## src/verilog/wtm_pkg.sv

```systemverilog
// Purpose: Constants shared by the wake-up timer and measurement registers.
// Assumes: 50 MHz system clock, 8-bit register port.
// Notes:   Offsets are byte addresses of the 8-bit register port.
`default_nettype none
package wtm_pkg;
	// Register port widths.
	localparam int ADDR_W = 8;
	localparam int DATA_W = 8;
	// Register offsets.
	localparam logic [7:0] OFS_GAIN  = 8'h2d;
	localparam logic [7:0] OFS_RSVA  = 8'h2e;
	localparam logic [7:0] OFS_RSVB  = 8'h2f;
	localparam logic [7:0] OFS_AUX   = 8'h30;
	localparam logic [7:0] OFS_CTRL  = 8'h31;
	localparam logic [7:0] OFS_ACFG  = 8'h32;
	localparam logic [7:0] OFS_AREF  = 8'h33;
	// Reset value of every register.
	localparam logic [7:0] REG_RESET = 8'h00;
	// Wake-up timer control fields.
	localparam int CTRL_RANGE   = 7;
	localparam int CTRL_TMO_HI  = 6;
	localparam int CTRL_TMO_LO  = 4;
	localparam int CTRL_TO_IRQ  = 3;
	localparam int CTRL_AMP     = 2;
	localparam int CTRL_PH      = 1;
	localparam int CTRL_RSVD    = 0;
	// Amplitude configuration fields.
	localparam int ACFG_DLT_HI  = 7;
	localparam int ACFG_DLT_LO  = 4;
	localparam int ACFG_INCL    = 3;
	localparam int ACFG_WT_HI   = 2;
	localparam int ACFG_WT_LO   = 1;
	localparam int ACFG_SEL     = 0;
	// Weight 4 is a shift of two; each code step doubles it.
	localparam logic [2:0] AVG_SHIFT_BASE = 3'h2;
	// Timer step lengths in milliseconds and the clock rate.
	localparam int CLK_HZ       = 50_000_000;
	localparam int STEP_LONG_MS = 100;
	localparam int STEP_SHRT_MS = 10;
	localparam int MS_PER_S     = 1000;
	localparam int STEP_LONG_CYC = STEP_LONG_MS * (CLK_HZ / MS_PER_S);
	localparam int STEP_SHRT_CYC = STEP_SHRT_MS * (CLK_HZ / MS_PER_S);
	// Measurement sequencer states.
	typedef enum logic {
		MS_IDLE,
		MS_BUSY
	} wtm_mstate_t;
endpackage
`default_nettype wire

```

## src/verilog/wtm_regs.sv

```systemverilog
// Purpose: Wake-up timer, amplitude wake compare and status registers.
// Assumes: All inputs synchronous to clock; measurements done outside.
// Notes:   Read data appear one cycle after the read strobe, else zero.
//
// Our own choice: the plain strobed port.
`timescale 1ns/1ps
`default_nettype none

module wtm_regs
	import wtm_pkg::*;
#(
	parameter int STEP_LONG = wtm_pkg::STEP_LONG_CYC, // Cycles per long step.
	parameter int STEP_SHRT = wtm_pkg::STEP_SHRT_CYC, // Cycles per short step.
	parameter int PRE_W     = 23                      // Prescaler width.
) (
	input  wire logic                        clock,            // System clock.
	input  wire logic                        reset_n,          // Async reset.
	input  wire logic [wtm_pkg::ADDR_W-1:0]  reg_addr,         // Address.
	input  wire logic [wtm_pkg::DATA_W-1:0]  reg_wdata,        // Write data.
	input  wire logic                        reg_wr,           // Write strobe.
	input  wire logic                        reg_rd,           // Read strobe.
	output logic      [wtm_pkg::DATA_W-1:0]  reg_rdata,        // Read data.
	input  wire logic                        set_default,      // Default cmd.
	input  wire logic [3:0]                  gain_cut_amplitude_chan, // AM.
	input  wire logic [3:0]                  gain_cut_phase_chan,     // PM.
	input  wire logic                        chan_is_phase,    // PM chosen.
	input  wire logic                        field_detected,   // Field seen.
	input  wire logic                        tx_active,        // Sending.
	input  wire logic                        osc_stable,       // Xtal ok.
	input  wire logic                        rx_enabled,       // Decoder on.
	input  wire logic                        rx_receiving,     // In message.
	input  wire logic                        peer_detect_active, // Peer mode.
	input  wire logic                        collision_avoid_active, // Avoid.
	output logic                             amp_meas_start,   // Start pulse.
	input  wire logic                        amp_meas_done,    // Result valid.
	input  wire logic [7:0]                  amp_meas_value,   // Result.
	output logic                             phase_meas_start, // Start pulse.
	input  wire logic                        phase_meas_done,  // Result valid.
	input  wire logic                        phase_over_delta, // Beyond delta.
	output logic                             wake_irq          // Event pulse.
);
	import wtm_pkg::*;

	// Whole state of the block in one record.
	typedef struct packed {
		logic [7:0]       ctrl;   // Wake-up timer control.
		logic [7:0]       acfg;   // Amplitude configuration.
		logic [7:0]       aref;   // Stored amplitude reference.
		logic [7:0]       gain;   // Gain reduction state.
		logic [7:0]       aux;    // Auxiliary status.
		logic [PRE_W-1:0] pre;    // Cycles within the current step.
		logic [2:0]       stp;    // Steps elapsed in the period.
		wtm_mstate_t      mst;    // Measurement sequencer.
		logic             apend;  // Amplitude result awaited.
		logic             ppend;  // Phase result awaited.
		logic [7:0]       avg;    // Amplitude auto-average.
		logic             irq;    // Interrupt pulse.
		logic             astart; // Amplitude start pulse.
		logic             pstart; // Phase start pulse.
		logic [7:0]       rdata;  // Read data.
	} wtm_state_t;

	wtm_state_t s_ff;   // Registered state.
	wtm_state_t nxt_s;  // Next state.

	logic [PRE_W-1:0] step_last;  // Last prescaler count of a step.
	logic             run;        // Timer has work to do.
	logic             pre_last;   // Step ends this cycle.
	logic             expiry;     // Period ends this cycle.
	logic [7:0]       ref_val;    // Reference for the amplitude compare.
	logic signed [8:0] ref_diff;  // Result minus reference.
	logic [7:0]       ref_mag;    // Magnitude of that difference.
	logic             amp_over;   // Difference beyond the delta.
	logic signed [8:0] avg_diff;  // Result minus average.
	logic signed [8:0] avg_step;  // Weighted correction.
	logic [2:0]       avg_shift;  // Shift matching the weight.
	logic [7:0]       avg_upd;    // Average after this result.
	logic             amp_take;   // Amplitude result accepted now.

	// Timer step length and expiry detection.
	always_comb begin
		if (s_ff.ctrl[CTRL_RANGE]) begin
			step_last = PRE_W'(STEP_SHRT - 1);
		end else begin
			step_last = PRE_W'(STEP_LONG - 1);
		end
		// Any of the three wake actions keeps the timer counting.
		run = s_ff.ctrl[CTRL_TO_IRQ] | s_ff.ctrl[CTRL_AMP]
			| s_ff.ctrl[CTRL_PH];
		pre_last = run && (s_ff.pre == step_last);
		// Period is the timeout field plus one whole steps.
		expiry = pre_last
			&& (s_ff.stp == s_ff.ctrl[CTRL_TMO_HI:CTRL_TMO_LO]);
	end

	// Amplitude compare against the chosen reference and averaging.
	always_comb begin
		if (s_ff.acfg[ACFG_SEL]) begin
			ref_val = s_ff.avg;
		end else begin
			ref_val = s_ff.aref;
		end
		ref_diff = $signed({1'b0, amp_meas_value})
			- $signed({1'b0, ref_val});
		if (ref_diff < 0) begin
			ref_mag = 8'(-ref_diff);
		end else begin
			ref_mag = 8'(ref_diff);
		end
		// Delta is compared in raw result units.
		amp_over = ref_mag
			> {4'h0, s_ff.acfg[ACFG_DLT_HI:ACFG_DLT_LO]};
		// Newest result moves the average by diff over the weight.
		avg_shift = AVG_SHIFT_BASE
			+ {1'b0, s_ff.acfg[ACFG_WT_HI:ACFG_WT_LO]};
		avg_diff = $signed({1'b0, amp_meas_value})
			- $signed({1'b0, s_ff.avg});
		avg_step = avg_diff >>> avg_shift;
		avg_upd = s_ff.avg + avg_step[7:0];
		amp_take = (s_ff.mst == MS_BUSY) && s_ff.apend && amp_meas_done;
	end

	// Next-state logic for timer, sequencer and register port.
	always_comb begin
		nxt_s = s_ff;
		nxt_s.irq = 1'b0;
		nxt_s.astart = 1'b0;
		nxt_s.pstart = 1'b0;
		nxt_s.rdata = REG_RESET;
		// Status registers follow the live state every cycle except a set-default cycle, which clears them.
		nxt_s.gain = {gain_cut_amplitude_chan,
			gain_cut_phase_chan};
		nxt_s.aux = {chan_is_phase,
			field_detected,
			tx_active,
			osc_stable,
			rx_enabled, rx_receiving,
			peer_detect_active, collision_avoid_active};
		// Timer counting; it restarts after every expiry.
		if (!run || expiry) begin
			nxt_s.pre = '0;
			nxt_s.stp = '0;
		end else if (pre_last) begin
			nxt_s.pre = '0;
			nxt_s.stp = s_ff.stp + 3'h1;
		end else begin
			nxt_s.pre = s_ff.pre + PRE_W'(1);
		end
		// Plain timeout interrupt on every expiry while the timeout interrupt bit is set.
		if (expiry && s_ff.ctrl[CTRL_TO_IRQ]) begin
			nxt_s.irq = 1'b1;
		end
		// Measurement sequencer; an expiry during a run starts nothing.
		unique case (s_ff.mst)
			MS_IDLE: begin
				if (expiry
					&& (s_ff.ctrl[CTRL_AMP] || s_ff.ctrl[CTRL_PH])) begin
					// Both measurements may be started together.
					nxt_s.astart = s_ff.ctrl[CTRL_AMP];
					nxt_s.pstart = s_ff.ctrl[CTRL_PH];
					nxt_s.apend = s_ff.ctrl[CTRL_AMP];
					nxt_s.ppend = s_ff.ctrl[CTRL_PH];
					nxt_s.mst = MS_BUSY;
				end
			end
			MS_BUSY: begin
				// Amplitude result: compare, then maybe average it.
				if (amp_take) begin
					nxt_s.apend = 1'b0;
					if (amp_over) begin
						nxt_s.irq = 1'b1;
					end
					if (!amp_over || s_ff.acfg[ACFG_INCL]) begin
						nxt_s.avg = avg_upd;
					end
				end
				// Phase result: the compare is made outside.
				if (phase_meas_done && s_ff.ppend) begin
					nxt_s.ppend = 1'b0;
					if (phase_over_delta) begin
						nxt_s.irq = 1'b1;
					end
				end
				// Done once nothing is awaited any more.
				if (!nxt_s.apend && !nxt_s.ppend) begin
					nxt_s.mst = MS_IDLE;
				end
			end
		endcase
		// Register writes; read-only and unmapped writes are dropped.
		if (reg_wr) begin
			case (reg_addr)
				OFS_CTRL: begin
					nxt_s.ctrl = reg_wdata;
					nxt_s.ctrl[CTRL_RSVD] = 1'b0;
					// A new setting starts a fresh period.
					nxt_s.pre = '0;
					nxt_s.stp = '0;
				end
				OFS_ACFG: begin
					nxt_s.acfg = reg_wdata;
				end
				OFS_AREF: begin
					nxt_s.aref = reg_wdata;
				end
				default: begin
					nxt_s.rdata = REG_RESET;
				end
			endcase
		end
		// Register reads; reserved and unmapped addresses give zero.
		if (reg_rd) begin
			case (reg_addr)
				OFS_GAIN: nxt_s.rdata = s_ff.gain;
				OFS_RSVA: nxt_s.rdata = REG_RESET;
				OFS_RSVB: nxt_s.rdata = REG_RESET;
				OFS_AUX:  nxt_s.rdata = s_ff.aux;
				OFS_CTRL: nxt_s.rdata = s_ff.ctrl;
				OFS_ACFG: nxt_s.rdata = s_ff.acfg;
				OFS_AREF: nxt_s.rdata = s_ff.aref;
				default:  nxt_s.rdata = REG_RESET;
			endcase
		end
		// Set-default command returns everything but the read data to its reset state.
		if (set_default) begin
			nxt_s.ctrl = REG_RESET;
			nxt_s.acfg = REG_RESET;
			nxt_s.aref = REG_RESET;
			nxt_s.gain = REG_RESET;
			nxt_s.aux = REG_RESET;
			nxt_s.avg = REG_RESET;
			nxt_s.pre = '0;
			nxt_s.stp = '0;
			nxt_s.mst = MS_IDLE;
			nxt_s.apend = 1'b0;
			nxt_s.ppend = 1'b0;
			nxt_s.astart = 1'b0;
			nxt_s.pstart = 1'b0;
			nxt_s.irq = 1'b0;
		end
	end

	// State register with asynchronous reset to constants.
	always_ff @(posedge clock or negedge reset_n) begin
		if (!reset_n) begin
			s_ff <= '{ctrl: REG_RESET, acfg: REG_RESET, aref: REG_RESET,
				gain: REG_RESET, aux: REG_RESET, pre: '0, stp: '0,
				mst: MS_IDLE, apend: 1'b0, ppend: 1'b0,
				avg: REG_RESET, irq: 1'b0, astart: 1'b0,
				pstart: 1'b0, rdata: REG_RESET};
		end else begin
			s_ff <= nxt_s;
		end
	end

	// Outputs come straight from the state record.
	assign reg_rdata = s_ff.rdata;
	assign amp_meas_start = s_ff.astart;
	assign phase_meas_start = s_ff.pstart;
	assign wake_irq = s_ff.irq;
endmodule
`default_nettype wire

```

## config.mk

```make
export PLATFORM = sky130hd
export DESIGN_NAME = wtm_regs
export DESIGN_NICKNAME = d
export VERILOG_FILES = /design/src/verilog/wtm_pkg.sv /design/src/verilog/wtm_regs.sv
export SDC_FILE = /design/constraint.sdc
export NUM_CORES = 1
export LEC_CHECK = 0
export BUFFER_PORTS_ARGS = -buffer_cell sky130_fd_sc_hd__buf_4
export CELL_PAD_IN_SITES_DETAIL_PLACEMENT = 0
export CELL_PAD_IN_SITES_GLOBAL_PLACEMENT = 1
export CORE_MARGIN = 5
export CORE_UTILIZATION = 45
export DETAILED_ROUTE_END_ITERATION = 10
export GPL_TIMING_DRIVEN = 0
export MAX_ROUTING_LAYER = met4
export PLACE_DENSITY = 0.81
export RECOVER_POWER = 50
export SKIP_LAST_GASP = 1
export SLEW_MARGIN = 20
export SYNTH_ARGS = -nofsm -noshare
export SYNTH_HDL_FRONTEND = slang
export SYNTH_SLANG_ARGS = --single-unit
```

## constraint.sdc

```tcl
create_clock -name clock -period 8.2 [get_ports clock]
set_input_delay 0 -clock clock [delete_from_list [all_inputs] [get_ports clock]]
set_output_delay 0 -clock clock [all_outputs]
set_load 0.05 [all_outputs]
```

==> results of run 1 <==
[area by class of cell]
| class | count | area share |
|---|---|---|
| buffer | 29 | 0.0202 |
| clock buffer | 10 | 0.0347 |
| clock inverter | 6 | 0.00999 |
| inverter | 26 | 0.0142 |
| multi-input combinational | 482 | 0.476 |
| sequential | 87 | 0.316 |
| tap | 172 | 0.0312 |
| timing repair buffer | 83 | 0.0972 |
[power by group]
part	leakage, nW	internal, mW	switching, mW
clock	0.137	0.245	0.175
sequential	1.20	0.436	0.00413
combinational	1.62	0.0802	0.0999
[metrics by stage]
stage	cell area [sq um]	utilization
2_1_floorplan	5700	-
3_3_place_gp	6340	0.506
3_5_place_dp	6340	0.506
4_1_cts	6910	0.552
5_1_grt	6890	0.550
6_report	6890	0.550
[metal layers]
| metal | vias up | GRT usage |
|---|---|---|
| li1 | 2389 | - |
| met1 | 2397 | 0.253 |
| met2 | 89 | 0.366 |
| met3 | 21 | 0.0341 |
| met4 | 0 | 0.0567 |
| met5 | - | - |
[cell usage in the layout, fill, tap and decap left out, types with 6 or more instances in the layout]
cell / count
a22oi_1: 7
nand2_1: 50
inv_1: 26
nor3_1: 12
nor2b_1: 28
a21oi_1: 26
nor4b_1: 7
mux2i_1: 35
nand2b_1: 10
o21ai_0: 19
clkbuf_16: 9
dfrtp_1: 87
nor2_1: 81
a21o_1: 6
nand3_1: 30
xnor2_1: 18
buf_4: 60
nor4_1: 7
ha_1: 29
clkbuf_1: 25
dlygate4sd3_1: 26
and3_1: 9
xor2_1: 25
[worst max path at each step]
stage,from,endpoint,slack [ns],cells after the start
5_1_grt,reset_n,s_ff[33],2.70,2
4_1_cts,s_ff[72],s_ff[12],3.33,18
6_report,s_ff[72],s_ff[12],3.37,18
2_1_floorplan,s_ff[72],s_ff[12],4.08,18
3_3_place_gp,s_ff[72],s_ff[12],3.47,18
3_5_place_dp,s_ff[72],s_ff[12],3.35,18
[registers in the layout, indices dropped and copies added (netlist names)]
| signal | flops |
|---|---|
| reg_rdata | 8 |
| amp_meas_start | 1 |
| phase_meas_start | 1 |
| wake_irq | 1 |
| s_ff | 76 |
[worst max-delay path, delay by kind of cell (launching register included)]
kind / cells / cell delay, ns
compound gates: 8 / 1.76
fa+ha+maj: 3 / 0.92
buf+inv: 1 / 0.54
flops: 1 / 0.32
mux: 2 / 0.72
simple gates: 4 / 0.46
[cell families (layout without fill, tap and decap cells)]
logic type,count (synthesis),in the layout,synth area share
simple gates,257,257,0.225
compound gates,107,107,0.134
flops,87,87,0.382
buf+inv,55,154,0.0415
mux,44,44,0.0800
xor+xnor,43,43,0.0661
fa+ha+maj,31,31,0.0707
[what timing repair did]
item	in CTS	in global routing
gates resized for setup	0	0
endpoints found under the hold margin	127	0
endpoints found under the setup margin	0	0
hold buffers	26	0
==> metrics, run 1 <==
outcome finished with violations; violated checks capacitance limit, slew limit; minimum clock period a little under 5 ns; antenna cells 0; Hold Crit Depth 4; RSZ-0062 raised after global routing no; Reg area roughly 2200 sq um; Tot Pwr 1.04 mW; Hold Path Sink s_ff[19]; Unique masters post-synth 67; clk_lat worst skew about 0.34 ns; first-pass GRT wire length between 20000 and 25000 um; slowest stage delay, CP 0.54 ns; GRT Overall Usage 0.210; number of fill cells 1190; CTS sink cnt 87; core footprint 12500 sq um; WP data required 8.42 ns; CP Cell Sequence clkbuf_1, mux2_2, ha_1, fa_1, nand2b_1, a211oi_2, o22a_1, nor2_1, a21oi_1, ha_1, nor2b_1, o21ai_0, nand2b_1, a21oi_1, a41o_1, o2111a_1, a21o_1, mux2_4; met3 wire length 388 um; Vias ~4900; yosys warns 0; Synth Cell Area 5700 sq um; R2R setup slack 3.37 ns; Slew Limit Fails 88; worst hold path class in2reg; Hold Slack 0.0385 ns; drt initial violations approximately 190; Root Buffer clkbuf_16; fin cells 895; syn avg cell area 9.13 sq um; GRT overflow 0; Top Metal Used met4; Post-Route Setup TNS 0 ns; Seq/Total Area, Yosys 0.382; nets@finish 797; Die ar. 15000 sq um; Final Skew 0.00458 ns; post-route worst setup slack 3.37 ns; pin count of the biggest net entering global routing 88; Mapped Cells about 620; Synth Flop Type dfrtp_1; M1 wire length 6310 um; dpl cells 853; Layout area overhead 20.9%; die span in y 123 um; initial antenna violation count 0; period utilisation layout 0.589; final wirelength 14700 um; flop and latch count out of synthesis 87; ys async rst share 1.00; hold_sp phase_meas_done; endpoints failing hold 0; Clock transition at path regs 0.06 ns; Placement Setup Slack 3.35 ns; DRC 0; area of the multi-input gates between 3000 and 4000 sq um; CP max FO 10; Num CTS Buffers 9; kind of critical path reg2reg; Worst Path Arrival 5.05 ns; crit start category flip-flop; number of synthesized flops with an enable pin 0; CTS tree yes; post-synth top area share 0.382; Bufs on Longest Clock Path 2; Routed WL per cell approximately 16 um; Buffers on Ports 57; RR Startpoint s_ff[72]; VDD IR max 0.118 mV; initial cell density of the core 0.455; I/O pin total 59; post-synth top area cell dfrtp_1; Post-synth top cells 87 x dfrtp_1, 81 x nor2_1, 50 x nand2_1; Mapped Nets 703; H-tree levels 3; Max-slew headroom -2.11; Max Cap Viol 1; number of vias per cell 5.47; Leak 2.95 nW; Final ANT Viol Nets 0; RR Endpoint s_ff[12]; setup repair bufs after CTS 0; final setup fails 0; GPL Wtd Cong slightly above 0.8; Worst Reg-to-Reg Cells 18; DP HPWL 11100 um; row cnt 41; met2 WL between 7000 and 8000 um; CP max-delay cell clkbuf_1; vias in the first global route 5035; achievable frequency 207 MHz; Slew @ Worst Pin between 4 and 5 ns; drt pass-1 iters 5; Pwr per Cell Area 151 nW/um^2; Die W 123 um; Synth area leaders dfrtp_1 38%, ha_1 6.4%, mux2i_1 6.2%; CP Capture Type flip-flop; most common cell in the netlist dfrtp_1; layout cell share with drive strength beyond 1 0.123
Note: power is estimated with default switching activity, not from simulation.
==> run 2, diff against run 1 <==
==> constraint.sdc (replaced) <==
create_clock -name clock -period 4.8 [get_ports clock]
set_input_delay 0 -clock clock [delete_from_list [all_inputs] [get_ports clock]]
set_output_delay 0 -clock clock [all_outputs]
set_load 0.05 [all_outputs]
==> run 2 against run 1 <==
Net effect:
- the flow still finishes with violations (capacitance limit, slew limit)
- flip-flop and latch count unchanged
- highest routed layer unchanged
- critical path type unchanged
- clock skew rose by 0.00062 ns
- largest power group unchanged
- non-clock buffer count is 1 lower
- critical endpoint unchanged
- sequential share of layout area about the same
==> metrics, run 2 (synthesis results as in run 1) <==
initial antenna violation count 0 (unchanged); outcome finished with violations; RSZ-0062 raised after global routing no; initial cell density of the core 0.455 (unchanged); RR Startpoint s_ff[72]; Bufs on Longest Clock Path 2 (unchanged); Max Cap Viol 1 (unchanged); critical path buffer and inverter count 0 (-1); DP HPWL 11100 um (unchanged); Worst Reg-to-Reg Cells 17 (-1); crit start category flip-flop; first-pass GRT wire length 24200 um (unchanged); GRT overflow 0 (unchanged); max reg flops 76 (unchanged); violated checks capacitance limit, slew limit; Hold Slack 0.0379 ns (-0.000651 ns); CP Cell Sequence mux2_2, ha_1, fa_1, nand2b_1, a211oi_2, o22a_1, nor2_1, a21oi_1, ha_1, nor2b_1, o21ai_0, nand2b_1, a21oi_1, a41o_1, o2111a_1, a21o_1, mux2_4; RR Endpoint s_ff[12]; Final Skew 0.00520 ns (+0.000617 ns); GPL Wtd Cong 0.826 (unchanged); Final ANT Viol Nets 0 (unchanged); drt pass-1 iters 6 (+1); Die ar. 15000 sq um (unchanged); CP max FO 10 (unchanged); Top Family by Delay on Critical Path compound AO/OA/AOI/OAI gates; Leak 2.95 nW (about the same); Num CTS Buffers 9 (unchanged); Hold Crit Depth 4 (unchanged); DRC 0 (unchanged); die span in y 123 um (unchanged); CTS sink cnt 87 (unchanged); vias in the first global route 5037 (+0.040%); core footprint 12500 sq um (unchanged); VDD IR max 0.202 mV (+71%); Pwr per Cell Area 258 nW/um^2 (+71%); WP data required 5.02 ns (-3.40 ns); clk_lat worst skew 0.34 ns (about the same); CP max-delay cell dfrtp_2; dpl cells 853 (unchanged); CP Capture Type flip-flop; Buffers on Ports 57 (unchanged); Clock transition at path regs 0.06 ns (about the same); Reg area 2180 sq um (about the same); layout cell share with drive strength beyond 1 0.127 (+0.00433); number of vias per cell 5.48 (+0.13%); Hold Path Sink s_ff[19]; endpoints failing hold 0 (unchanged); R2R setup slack 0.32 ns (-3.05 ns); Slew Limit Fails 88 (unchanged); slowest stage delay, CP 0.54 ns (about the same); Max-slew headroom -0.442 (+1.67); GRT Overall Usage 0.210 (unchanged); Root Buffer clkbuf_16; Int Power 1.30 mW (+71%); Core Util, Final 0.551 (about the same); fin cells 894 (-0.11%); most common cell after layout, fill and taps aside dfrtp_1; period utilisation layout 0.934 (+0.344); nets@finish 796 (-0.13%); minimum clock period 4.48 ns (-0.351 ns); Clock power frac 0.403 (about the same); Sequential Power Share 0.423 (about the same); final wirelength 14700 um (about the same); Worst Path Arrival 4.70 ns (-0.35 ns); Die W 123 um (unchanged); Vias 4897 (+0.020%); row cnt 41 (unchanged); hold_sp phase_meas_done; worst hold path class in2reg; number of fill cells 1191 (+0.084%); area of the multi-input gates 3290 sq um (+0.15%); Sw Pwr 475 uW (+71%); switching part of the total power 0.268 (about the same); H-tree levels 3 (unchanged); pin count of the biggest net entering global routing 88 (unchanged); largest register by flop count s_ff; Routed WL per cell 16.4 um (+0.21%); drt initial violations 186 (+0.54%); Layout area overhead 21.0% (about the same); achievable frequency 223 MHz (+7.8%); Slew @ Worst Pin 2.16 ns (-2.51 ns); I/O pin total 59 (unchanged); final setup fails 0 (unchanged); Gate power share 0.173 (about the same); antenna cells 0 (unchanged); kind of critical path reg2reg; most frequent cells in the layout 86 x dfrtp_1, 81 x nor2_1, 60 x buf_4; CTS tree yes
[run 2: worst register-to-register path, delay by kind of cell, from the launching register on]
kind	cells	cell delay (ns)
AO/OA/AOI/OAI	8	1.76
adder cells (fa/ha/maj)	3	0.92
multiplexers	2	0.69
flip-flops	1	0.54
AND/OR/NAND/NOR	4	0.46
[run 2: metrics by stage]
step                      TNS, ns  total power [mW]  cell area (sq um)  setup slack (ns)
after floorplan                 0             0.953               5700             0.679
after global placement          0              1.04               6340            0.0665
after detailed placement  -0.0808              1.05               6340           -0.0544
after CTS                       0              1.79               6900             0.131
after global routing            0              1.86               6890            0.0230
final                           0              1.78               6890             0.317
[run 2: repair_timing]
| item | 4_1_cts | 5_1_grt |
|---|---|---|
| setup endpoints to repair | 3 | 7 |
| buffers inserted | 0 | 0 |
| resized for setup | 0 | 2 |
| hold buffers | 26 | 0 |
| hold endpoints to repair | 127 | 0 |
[run 2: power groups by stage]
stage | registers [mW] | clock network, mW | logic, mW
4_1_cts | 0.751 | 0.727 | 0.307
6_report | 0.752 | 0.717 | 0.308
2_1_floorplan | 0.763 | 0 | 0.190
3_5_place_dp | 0.765 | 0 | 0.288
5_1_grt | 0.753 | 0.761 | 0.345
3_3_place_gp | 0.765 | 0 | 0.278
[run 2: final cells by class]
cell class	instances	share of cell area
flip-flops and latches	87	0.316
inverters	26	0.0142
repair buffers	83	0.0973
clock inverters	6	0.00999
multi-input cells	482	0.477
clock buffers	10	0.0347
plain buffers	28	0.0196
well taps	172	0.0312
[run 2: metal layers]
| layer | track usage | share of wire |
|---|---|---|
| met1 | 0.253 | 0.43 |
| met2 | 0.366 | 0.52 |
| met3 | 0.0341 | 0.027 |
| met4 | 0.0567 | 0.022 |
| met5 | - | 0 |
[run 2: how the worst max path moves through the flow]
stage	cells after the start	startpoint	to
final	17	s_ff[72]	s_ff[12]
after global routing	17	s_ff[72]	s_ff[13]
after CTS	17	s_ff[72]	s_ff[12]
after detailed placement	18	s_ff[72]	s_ff[12]
after global placement	18	s_ff[72]	s_ff[12]
after floorplan	18	s_ff[72]	s_ff[12]
==> run 3, diff against run 2 <==
--- a/config.mk
+++ b/config.mk
@@ -8,6 +8,7 @@
 export BUFFER_PORTS_ARGS = -buffer_cell sky130_fd_sc_hd__buf_4
 export CELL_PAD_IN_SITES_DETAIL_PLACEMENT = 0
 export CELL_PAD_IN_SITES_GLOBAL_PLACEMENT = 1
+export CORE_ASPECT_RATIO = 1.25
 export CORE_MARGIN = 5
 export CORE_UTILIZATION = 45
 export DETAILED_ROUTE_END_ITERATION = 10
==> run 3 against run 2 <==
Net effect:
- the run still ends with capacitance limit, slew limit left
- clock power increased by 9.1%
- non-clock buffer count increased by 1
- die area about the same
- combinational power increased by 2%
- critical endpoint is now s_ff[18]
- utilization increased by 0.28 points
- critical path type unchanged
- global-route usage increased by 0.055 points
- sequential share of layout area decreased by 0.23 points
- final cell count decreased by 0.34%
- sequential power about the same
==> metrics, run 3 (synthesis results as in run 1) <==
Root Buffer clkbuf_16; Bufs on Longest Clock Path 2 (unchanged); layout cell share with drive strength beyond 1 0.131 (+0.00397); max reg flops 76 (unchanged); Num CTS Buffers 9 (unchanged); Layout area overhead 21.9%; DRC 0 (unchanged); achievable frequency 222 MHz (-0.65%); endpoints failing hold 0 (unchanged); Core Util, Final 0.553 (+0.00277); core footprint 12500 sq um (+0.24%); setup repair bufs after CTS 0 (unchanged); WP data required 5.02 ns (about the same); Slew @ Worst Pin 2.17 ns (+0.00493 ns); Final Skew 0.00532 ns (+0.000127 ns); CTS tree yes; pin count of the biggest net entering global routing 88 (unchanged); CP Capture Type flip-flop; outcome finished with violations; Buffers on Ports 57 (unchanged); Pwr per Cell Area 266 nW/um^2 (+3.2%); CP Depth 17 (unchanged); drt pass-1 iters 5 (-1); Post-Route Setup TNS 0 ns (unchanged); minimum clock period 4.51 ns (+0.0292 ns); Worst Reg-to-Reg Cells 17 (unchanged); slowest stage delay, CP 0.47 ns (-0.07 ns); Final ANT Viol Nets 0 (unchanged); critical path buffer and inverter count 1 (+1); Tot Pwr 1.85 mW (+4.0%); VDD IR max 0.226 mV (+12%); Top Family by Delay on Critical Path compound AO/OA/AOI/OAI gates; violated checks capacitance limit, slew limit; Critical Path End s_ff[18]; GRT Overall Usage 0.211 (+0.000552); initial antenna violation count 0 (unchanged); CP max FO 6 (-4); Clock transition at path regs 0.07 ns (about the same); crit path launch s_ff[12]; largest register by flop count s_ff; Die ar. 15000 sq um (about the same); Slew Limit Fails 88 (unchanged); clk_lat worst skew 0.34 ns (about the same); period utilisation layout 0.940 (+0.00608); GPL Wtd Cong 0.879 (+6.4%); vias in the first global route 4938 (-2.0%); number of vias per cell 5.53 (+1.0%); drt initial violations 385 (+110%); initial cell density of the core 0.454 (-0.00109); number of fill cells 1170 (-1.8%); Leak 2.99 nW (+1.3%); die span in y 136 um (+11%); CTS sink cnt 87 (unchanged); Max-slew headroom -0.445 (-0.00329); Die W 111 um (-9.7%); worst hold path class in2reg; final wirelength 15000 um (+2.4%); first-pass GRT wire length 24700 um (+1.8%); crit start category flip-flop; I/O pin total 59 (unchanged); GRT overflow 0 (unchanged); row cnt 46 (+12%); dpl cells 849 (-0.47%); most common cell after layout, fill and taps aside dfrtp_1; CP Cell Sequence inv_1, ha_1, a21oi_1, o21bai_1, a211oi_2, o21ai_0, nand2_1, a221oi_1, mux2_2, ha_1, a21oi_1, nor2b_1, o21a_1, o41a_1, xor2_2, mux2i_1, nand4_1; R2R setup slack 0.29 ns (-0.03 ns); kind of critical path reg2reg; fin cells 891 (-0.34%); Routed WL per cell 16.9 um (+2.8%); Placement Setup Slack 0.159 ns (+0.213 ns); RR Startpoint s_ff[12]; final setup fails 0 (unchanged); RR Endpoint s_ff[18]; CP max-delay cell o21bai_1; Max Cap Viol 1 (unchanged); DP HPWL 11300 um (+2.3%); RSZ-0062 raised after global routing no; most frequent cells in the layout 86 x dfrtp_1, 81 x nor2_1, 61 x buf_4; Vias 4931 (+0.69%); Worst Path Arrival 4.73 ns (+0.03 ns); nets@finish 797 (+0.13%); antenna cells 0 (unchanged); H-tree levels 3 (unchanged); post-route worst setup slack 0.288 ns (-0.0292 ns)
run 3: metrics by stage:
stage / hold slack (ns) / cell area [sq um]
floorplan: -0.296 / 5700
global placement: 0.223 / 6330
detailed placement: 0.230 / 6330
CTS: 0.0559 / 6940
global route: 0.0809 / 6940
finish: 0.0706 / 6940
run 3: final cells by class:
type | count | area [sq um] | area share
clock inverters | 6 | 97.6 | 0.0141
clock buffers | 10 | 239 | 0.0344
multi-input cells | 482 | 3300 | 0.475
inverters | 26 | 97.6 | 0.0141
well taps | 168 | 210 | 0.0303
plain buffers | 28 | 135 | 0.0195
repair buffers | 84 | 684 | 0.0986
flip-flops and latches | 87 | 2180 | 0.314
run 3: report_power, final:
part	total, mW	internal (mW)	leakage [nW]	switching (mW)
registers	0.751	0.744	1.19	0.00674
logic	0.315	0.139	1.63	0.176
clock network	0.782	0.478	0.166	0.303
run 3: metal layers:
layer  global-route usage  up-vias  share of wire
met1                0.257     2399           0.43
met5                    -        -              0
li1                     -     2391              -
met2                0.353      108           0.50
met3               0.0340       33          0.034
met4               0.0815        0          0.031
run 3: worst register-to-register path, cell delays in order, from the launching register on:
cell and delay (ns):
dfrtp_1 0.38, inv_1 0.10, ha_1 0.29, a21oi_1 0.10
o21bai_1 0.47, a211oi_2 0.23, o21ai_0 0.36, nand2_1 0.11
a221oi_1 0.42, mux2_2 0.24, ha_1 0.24, a21oi_1 0.21
nor2b_1 0.08, o21a_1 0.20, o41a_1 0.36, xor2_2 0.28
mux2i_1 0.22, nand4_1 0.10
run 3: worst min path at each step:
stage	from	endpoint	cells after the start
2_1_floorplan	reset_n	amp_meas_start	0
3_3_place_gp	tx_active	s_ff[53]	2
3_5_place_dp	gain_cut_phase_chan[3]	s_ff[59]	2
4_1_cts	reg_addr[4]	reg_rdata[5]	4
5_1_grt	reg_addr[4]	reg_rdata[5]	4
6_report	reg_addr[4]	reg_rdata[5]	4
run 3: what timing repair did:
item | 4_1_cts | 5_1_grt
hold buffers | 27 | 0
endpoints found under the hold margin | 128 | 0
gates resized for setup | 0 | 3
setup endpoints to repair | 0 | 8
